[src/msdl_pkg.sv]
`default_nettype none

package msdl_pkg;

  // ---------------------------------------------------------------
  // clock and timing
  // ---------------------------------------------------------------
  localparam int unsigned CLK_HZ = 20000000;
  localparam int unsigned LIM2_DELAY_NS = 10000;
  localparam int unsigned LIM2_DELAY_CYC = (LIM2_DELAY_NS * (CLK_HZ / 1000000)) / 1000;

  // ---------------------------------------------------------------
  // speed discriminator
  // ---------------------------------------------------------------
  localparam int unsigned DIV_RATIO = 8;
  localparam int unsigned CNT_W = 12;
  localparam logic [2:0] DIV_LAST = 3'(DIV_RATIO - 1);
  localparam logic [CNT_W-1:0] TARGET_CNT = 12'h7FE;
  localparam logic [CNT_W-1:0] LOCK_TOL = 12'h040;
  localparam logic [CNT_W-1:0] CNT_MAX = 12'hFFF;
  localparam logic [CNT_W-1:0] CNT_RST = 12'h000;

  // ---------------------------------------------------------------
  // secondary limiter delay counter
  // ---------------------------------------------------------------
  localparam int unsigned LIM_W = 10;
  localparam logic [LIM_W-1:0] LIM2_LAST = LIM_W'(LIM2_DELAY_CYC - 1);
  localparam logic [LIM_W-1:0] LIM_RST = 10'h000;

  // ---------------------------------------------------------------
  // pin groups
  // ---------------------------------------------------------------
  localparam int unsigned PIN_N = 5;

  typedef struct packed {
    logic tach;
    logic run_ctl;
    logic lim1;
    logic lim2;
    logic pwm;
  } msdl_pin_in_s;

  typedef struct packed {
    logic drive_en;
    logic drive_limit;
    logic tach_bias_en;
    logic reg5v_en;
  } msdl_power_s;

  localparam msdl_pin_in_s PIN_RST = 5'h00;
  localparam msdl_power_s POWER_RST = 4'h0;

endpackage

`default_nettype wire
[src/msdl_core.sv]
// Functional notes
// - count 2046 divided clocks per tach period
// - one-count resolution error each period, charge-pump
// - error pin high accelerates, low decelerates
// - error pin floats when neither request active
// - reference divided by eight before counting
// - locked within 3.13 percent of target
// - lock pin pulled low while locked
// - stop turns off drive and regulators
// - slow run rise holds logic reset
// - lock never shows until first full tach period
// - secondary limit restricts duty-pulse on-time
// - primary limiter first, secondary after delay
`timescale 1ns/1ps
`default_nettype none

module msdl_core (
  input wire logic core_clk_i,
  input wire logic rstn_i,
  input wire msdl_pkg::msdl_pin_in_s pins_i,
  output logic spd_err_o,
  output logic spd_err_oe_o,
  output logic lock_flag_out_o,
  output logic lock_flag_out_oe_o,
  output logic duty_pulse_o,
  output logic duty_pulse_oe_o,
  output msdl_pkg::msdl_power_s power_o
);
  import msdl_pkg::*;

  // ---------------------------------------------------------------
  // pin synchronisers
  // ---------------------------------------------------------------
  logic [PIN_N-1:0] raw;
  logic [PIN_N-1:0] stable_q;
  msdl_pin_in_s pin_s;

  assign raw = pins_i;
  assign pin_s = stable_q;

  // two flops settle the pin, the third confirms the level
  genvar gi;
  generate
    for (gi = 0; gi < PIN_N; gi++) begin : g_sync
      logic s1_q;
      logic s2_q;
      logic s3_q;
      always_ff @(posedge core_clk_i or negedge rstn_i) begin
        if (!rstn_i) begin
          s1_q <= 1'b0;
          s2_q <= 1'b0;
          s3_q <= 1'b0;
        end else begin
          s1_q <= raw[gi];
          s2_q <= s1_q;
          s3_q <= s2_q;
        end
      end
      // only a level seen twice in a row counts, so glitches are ignored
      always_ff @(posedge core_clk_i or negedge rstn_i) begin
        if (!rstn_i) begin
          stable_q[gi] <= 1'b0;
        end else if (s2_q == s3_q) begin
          stable_q[gi] <= s3_q;
        end
      end
    end
  endgenerate

  // ---------------------------------------------------------------
  // run control and logic hold
  // ---------------------------------------------------------------
  logic run;
  logic hold;

  // a slowly rising run input keeps all but the synchronisers and tach_prev_q cleared until it is high
  assign run = pin_s.run_ctl;
  assign hold = !run;

  // ---------------------------------------------------------------
  // reference divider
  // ---------------------------------------------------------------
  logic [2:0] div_q;
  logic tick;

  // restarted on hold so the first tick after run is a whole one
  always_ff @(posedge core_clk_i or negedge rstn_i) begin
    if (!rstn_i) begin
      div_q <= 3'h0;
    end else if (hold) begin
      div_q <= 3'h0;
    end else if (div_q == DIV_LAST) begin
      div_q <= 3'h0;
    end else begin
      div_q <= div_q + 3'h1;
    end
  end

  assign tick = (div_q == DIV_LAST);

  // ---------------------------------------------------------------
  // tach edge detect
  // ---------------------------------------------------------------
  logic tach_prev_q;
  logic tach_rise;

  // follows the pin even while held, so a high tach at release is no edge
  always_ff @(posedge core_clk_i or negedge rstn_i) begin
    if (!rstn_i) begin
      tach_prev_q <= 1'b0;
    end else begin
      tach_prev_q <= pin_s.tach;
    end
  end

  assign tach_rise = pin_s.tach && !tach_prev_q;

  // ---------------------------------------------------------------
  // period counter
  // ---------------------------------------------------------------
  logic [CNT_W-1:0] per_cnt_q;
  logic seen_q;

  // saturates rather than wraps so a stalled motor still reads slow
  always_ff @(posedge core_clk_i or negedge rstn_i) begin
    if (!rstn_i) begin
      per_cnt_q <= CNT_RST;
    end else if (hold || tach_rise) begin
      per_cnt_q <= CNT_RST;
    end else if (tick && per_cnt_q != CNT_MAX) begin
      per_cnt_q <= per_cnt_q + 12'h001;
    end
  end

  // first edge only starts a measurement
  always_ff @(posedge core_clk_i or negedge rstn_i) begin
    if (!rstn_i) begin
      seen_q <= 1'b0;
    end else if (hold) begin
      seen_q <= 1'b0;
    end else if (tach_rise) begin
      seen_q <= 1'b1;
    end
  end

  // ---------------------------------------------------------------
  // deceleration pulse
  // ---------------------------------------------------------------
  logic [CNT_W-1:0] dec_left_q;
  logic dec_act;
  logic acc_act;

  // an early edge leaves a decel pulse as long as the shortfall
  always_ff @(posedge core_clk_i or negedge rstn_i) begin
    if (!rstn_i) begin
      dec_left_q <= CNT_RST;
    end else if (hold) begin
      dec_left_q <= CNT_RST;
    end else if (tach_rise && seen_q && per_cnt_q < TARGET_CNT) begin
      dec_left_q <= TARGET_CNT - per_cnt_q;
    end else if (tick && dec_left_q != CNT_RST) begin
      dec_left_q <= dec_left_q - 12'h001;
    end
  end

  // decel stands until the shortfall has been paid back in ticks
  assign dec_act = (dec_left_q != CNT_RST);
  // a late edge: accelerate from the target count until the edge
  assign acc_act = seen_q && (per_cnt_q >= TARGET_CNT) && !tach_rise;

  // ---------------------------------------------------------------
  // speed error pin
  // ---------------------------------------------------------------
  logic spd_err_q;
  logic spd_err_oe_q;

  always_ff @(posedge core_clk_i or negedge rstn_i) begin
    if (!rstn_i) begin
      spd_err_q <= 1'b0;
    end else if (hold) begin
      spd_err_q <= 1'b0;
    end else begin
      spd_err_q <= acc_act;
    end
  end

  // enable falls once neither request stands, so the pin floats
  always_ff @(posedge core_clk_i or negedge rstn_i) begin
    if (!rstn_i) begin
      spd_err_oe_q <= 1'b0;
    end else if (hold) begin
      spd_err_oe_q <= 1'b0;
    end else begin
      spd_err_oe_q <= acc_act || dec_act;
    end
  end

  assign spd_err_o = spd_err_q;
  assign spd_err_oe_o = spd_err_oe_q;

  // ---------------------------------------------------------------
  // lock detect
  // ---------------------------------------------------------------
  logic [CNT_W-1:0] err_mag;
  logic in_range;
  logic lock_q;

  // distance from target on the count that the edge is closing
  always_comb begin
    if (per_cnt_q >= TARGET_CNT) begin
      err_mag = per_cnt_q - TARGET_CNT;
    end else begin
      err_mag = TARGET_CNT - per_cnt_q;
    end
  end

  // 64 counts either side is the nearest whole count to the lock band
  assign in_range = (err_mag <= LOCK_TOL);

  // cleared at reset, so it never shows before the first period closes
  always_ff @(posedge core_clk_i or negedge rstn_i) begin
    if (!rstn_i) begin
      lock_q <= 1'b0;
    end else if (hold) begin
      lock_q <= 1'b0;
    end else if (tach_rise && seen_q) begin
      lock_q <= in_range;
    end
  end

  assign lock_flag_out_o = 1'b0;
  assign lock_flag_out_oe_o = lock_q;

  // ---------------------------------------------------------------
  // secondary current limiter
  // ---------------------------------------------------------------
  logic [LIM_W-1:0] lim2_cnt_q;
  logic lim2_act_q;

  // counts how long the secondary sense has stood over its threshold
  always_ff @(posedge core_clk_i or negedge rstn_i) begin
    if (!rstn_i) begin
      lim2_cnt_q <= LIM_RST;
    end else if (hold || !pin_s.lim2) begin
      lim2_cnt_q <= LIM_RST;
    end else if (lim2_cnt_q != LIM2_LAST) begin
      lim2_cnt_q <= lim2_cnt_q + 10'h001;
    end
  end

  // waits out the regulator delay so the primary limiter acts first
  always_ff @(posedge core_clk_i or negedge rstn_i) begin
    if (!rstn_i) begin
      lim2_act_q <= 1'b0;
    end else if (hold || !pin_s.lim2) begin
      lim2_act_q <= 1'b0;
    end else if (lim2_cnt_q == LIM2_LAST) begin
      lim2_act_q <= 1'b1;
    end
  end

  // ---------------------------------------------------------------
  // duty-pulse output
  // ---------------------------------------------------------------
  logic duty_on_q;

  // limitation: on-time is cut whole while limited, not trimmed
  always_ff @(posedge core_clk_i or negedge rstn_i) begin
    if (!rstn_i) begin
      duty_on_q <= 1'b0;
    end else begin
      duty_on_q <= run && pin_s.pwm && !lim2_act_q;
    end
  end

  assign duty_pulse_o = 1'b0;
  assign duty_pulse_oe_o = duty_on_q;

  // ---------------------------------------------------------------
  // drive and regulator enables
  // ---------------------------------------------------------------
  msdl_power_s power_q;

  // a stop drops the regulators too, so the tach bias goes with it
  always_ff @(posedge core_clk_i or negedge rstn_i) begin
    if (!rstn_i) begin
      power_q <= POWER_RST;
    end else begin
      power_q.drive_en <= run;
      power_q.drive_limit <= run && pin_s.lim1;
      power_q.tach_bias_en <= run;
      power_q.reg5v_en <= run;
    end
  end

  assign power_o = power_q;

endmodule

`default_nettype wire

[config.mk]
export PLATFORM = sky130hd
export DESIGN_NAME = msdl_core
export DESIGN_NICKNAME = d
export VERILOG_FILES = /design/src/msdl_pkg.sv /design/src/msdl_core.sv
export SDC_FILE = /design/constraint.sdc
export NUM_CORES = 1
export LEC_CHECK = 0
export ABC_CLOCK_PERIOD_IN_PS = 2400
export CAP_MARGIN = 20
export CORE_MARGIN = 4
export CORE_UTILIZATION = 30
export DETAILED_ROUTE_END_ITERATION = 10
export DONT_BUFFER_PORTS = 1
export SYNTH_ARGS = -nofsm -noshare
export SYNTH_HDL_FRONTEND = slang
export SYNTH_SLANG_ARGS = --single-unit
[constraint.sdc]
create_clock -name core_clk_i -period 2.4 [get_ports core_clk_i]
set_input_delay 0.24 -clock core_clk_i [delete_from_list [all_inputs] [get_ports core_clk_i]]
set_output_delay 0.24 -clock core_clk_i [all_outputs]
set_load 0.03 [all_outputs]
==> out/qor.csv <==
stage,metric,value,unit
critical_path,Arrival @ worst endpoint,2410,ps
sta,Worst-Margin Slew,786,ps
power,Static Leak,1.64,nW
finish,fin nets,347,
yosys,proportion of synthesized area in mux cells,1.51,%
cts,number of gates resized after cts,0,
finish,antenna cells,0,
yosys,largest family of logic cells by synthesized area,simple AND/OR/NAND/NOR gates,
yosys,Seq cells post-synth,66,
yosys,Post-Synth Adder-Cell Area,4.42,%
sta,fin crit share,89.2,%
critical_path,cell-by-cell trace of the critical path,ha_1 > nor3b_1 > nand3_1 > a31oi_1 > o2111ai_1 > or4_1 > nand3_1,
critical_path,Startpoint Class,flop,
cts,post-CTS setup buffers,0,
yosys,Main synth FF type,dfrtp_1,
drt,Routed Wire Length,6620,microns
drt,DR vias,2324,
placement,DP Worst Slack,301,ps
critical_path,slowest CP cell,or4_1,
critical_path,Crit Path Max Fanout,8,
floorplanning,Die ar.,13100,sq um
grt,GRT Residual Overflow,0,
yosys,number of synthesized flops with an enable pin,0,
sta,TNS Setup,0,ps
sta,Worst slew margin,47.6,%
cts,clock buffer depth,2,
critical_path,cell mode on critical path,nand3_1,
critical_path,CP bufs+invs,0,
critical_path,Crit. End Element,flop,
floorplanning,Core ar.,11000,sq um
sta,setup violators final,0,
critical_path,CP Class,flop to flop,
grt,vias in the first global route,2350,
drt,DRC,0,
yosys,commonest cells in the netlist,"dfrtp_1 (66), nor2_1 (35), nand2_1 (26)",
cts,worst skew pair latency,340,ps
power,Max VDD drop,0.489,mV
yosys,compound-gate portion of the synthesized area,9.16,%
yosys,"FFs w/ async S/R, synth",100,%
yosys,Synth cell types,54,
cts,CTS tree,yes,
grt,largest net degree at the start of global routing,67,
yosys,"area leader, netlist",dfrtp_1,
drt,ANT nets after route,0,
sta,"Worst Setup Slack, final",258,ps
cts,total clock sinks,66,
sta,pins over their slew limit,0,
sta,Layout Skew,9.79,ps
cts,total CTS buffers,9,
drt,router iterations before antenna repair,4,
yosys,Synth Warn #,0,
floorplanning,Die Y,114,microns
sta,worst hold slack,348,ps
grt,total track usage,11.3,%
floorplanning,# IOs,17,
cts,clock slew at reported path FFs,60,ps
finish,Layout area overhead,12.1,%
critical_path,cell family with most CP delay,simple AND/OR/NAND/NOR gates,
yosys,cell area after synthesis,3400,sq um
cts,cts-stage hold buffer count,7,
cts,clock root buffer master,clkbuf_16,
finish,layout cells sized above 1,9.79,%
yosys,sequential share of the synthesized area,48.6,%
sta,Max Clock Freq,467,MHz
yosys,Mapped Avg Cell Area,10.3,sq um
drt,Starting DRT DRC Count,164,
sta,RSZ-0062 raised after global routing,false,
worst_hold_path,Hold WC Path Type,flop to flop,
grt,initial antenna violation count,0,
sta,min cycle time layout,2140,ps
placement,PortBufs,0,
drt,via/cell ratio,4.87,
critical_path,R2R Path Start,per_cnt_q[1]$_DFFE_PN0P_,
yosys,most common cell in the synthesized netlist,dfrtp_1,
critical_path,Worst Setup SP,per_cnt_q[1]$_DFFE_PN0P_,
yosys,Synth Area in XOR/XNOR,8.24,%
placement,hpwl dp,4410,microns
floorplanning,row cnt,38,
cts,CTS H-Tree Depth,3,
run,maxcap violations,0,
floorplanning,initial core utilization,31.0,%
yosys,Syn Inst Count,329,
yosys,Simple-Gate Fraction of Synth Area,22.0,%
yosys,Synth top area share,48.6,%
drt,routed len/inst,13.9,microns
floorplanning,Die X,114,microns
placement,GPL Wtd Cong,0.852,
sta,Fin. Hold Viols,0,
worst_hold_path,Hold Crit Start,g_sync[3].s1_q$_DFF_PN0_,
status,outcome,"finished, final reports clean",
power,P per Cell Area,697,nW/um^2
grt,first-pass GRT wire length,11600,microns
critical_path,Crit path required time,2660,ps
critical_path,"slowest stage delay, CP",510,ps
yosys,synth top area cells,"dfrtp_1 (49%), xor2_1 (4.4%), nor2_1 (3.9%)",
-- sequential cells by signal, indices dropped and copies added, names as in the netlist --
| signal | cells |
|---|---|
| spd_err_oe_o | 1 |
| tach_prev_q | 1 |
| dec_left_q | 12 |
| lock_flag_out_oe_o | 1 |
| pin_s | 4 |
| lim2_cnt_q | 10 |
| run | 1 |
| seen_q | 1 |
| duty_pulse_oe_o | 1 |
| g_sync.s3_q | 5 |
| per_cnt_q | 12 |
| g_sync.s2_q | 5 |
| div_q | 3 |
| lim2_act_q | 1 |
| spd_err_o | 1 |
| power_o | 2 |
| g_sync.s1_q | 5 |
-- area by class of cell --
type	instances	area (sq um)
fillers	1090	7170
flip-flops and latches	66	1650
multi-input cells	235	1550
clock buffers	11	243
well taps	140	175
repair buffers	12	125
clock inverters	5	38.8
inverters	8	30.0
-- cell families after synthesis --
| group | count (synthesis) |
|---|---|
| flops | 66 |
| other cells | 1 |
| fa+ha+maj | 13 |
| compound gates | 45 |
| simple gates | 138 |
| buf+inv | 29 |
| xor+xnor | 32 |
| mux | 5 |
-- through the flow --
| step | instances | power, mW | instance area (sq um) | util (%) |
|---|---|---|---|---|
| floorplan | 330 | 1.38 | 3400 | - |
| global placement | 454 | 1.42 | 3440 | 31.4 |
| detailed placement | 454 | 1.42 | 3440 | 31.4 |
| CTS | 477 | 2.69 | 3810 | 34.7 |
| global route | 477 | 2.77 | 3810 | 34.7 |
| finish | 477 | 2.66 | 3810 | 34.7 |
-- where the power goes --
group | internal [mW] | switching, mW
Combinational | 0.0769 | 0.121
Sequential | 1.17 | 0.0637
Clock | 0.732 | 0.492
Total | 1.98 | 0.676
-- placed cells by master (no fill, tap or decap), types with 4 or more instances in the layout --
cell type      netlist  layout
and2_1               7       7
nor3_1              11      11
nand4_1              6       6
o211a_1              4       4
xnor2_1             15      15
mux2i_1              4       4
nor2_1              35      35
dlygate4sd3_1        0       6
o21ai_0             13      13
ha_1                 8       8
inv_1                8       8
or3_1                4       4
nand2_1             26      26
clkbuf_16            0       9
maj3_1               5       5
or4_1                4       4
nand2b_1             4       4
xor2_1              17      17
buf_4                6       5
dfrtp_1             66      66
nand3_1             16      16
a21oi_1             14      14
-- final timing paths --
check | to | slack [ps] | cells after the start
min in group asynchronous | per_cnt_q[7]$_DFFE_PN0P_ | 460 | 2
worst min register to register | g_sync[3].s2_q$_DFF_PN0_ | 350 | 0
worst max register to register | lock_flag_out_oe_o$_DFFE_PN0P_ | 260 | 7
worst max-delay path | lock_flag_out_oe_o$_DFFE_PN0P_ | 260 | 7
max in group asynchronous | per_cnt_q[0]$_DFFE_PN0P_ | 1650 | 2
worst min-delay path | g_sync[3].s2_q$_DFF_PN0_ | 350 | 0
-- worst reg2reg max path, cell delays in order, from the launching register on --
cell and delay (ps):
dfrtp_1 470, ha_1 350, nor3b_1 260, nand3_1 110, a31oi_1 170, o2111ai_1 120, or4_1 510, nand3_1 90
-- routing by layer --
metal	vias to the layer above	wire, microns	track usage (%)
li1	1144	-	-
met1	1129	3230	14.6
met2	40	2980	17.2
met3	11	255	3.17
met4	0	155	5.62
met5	-	0	0
Power figures use the tool's default switching activity.
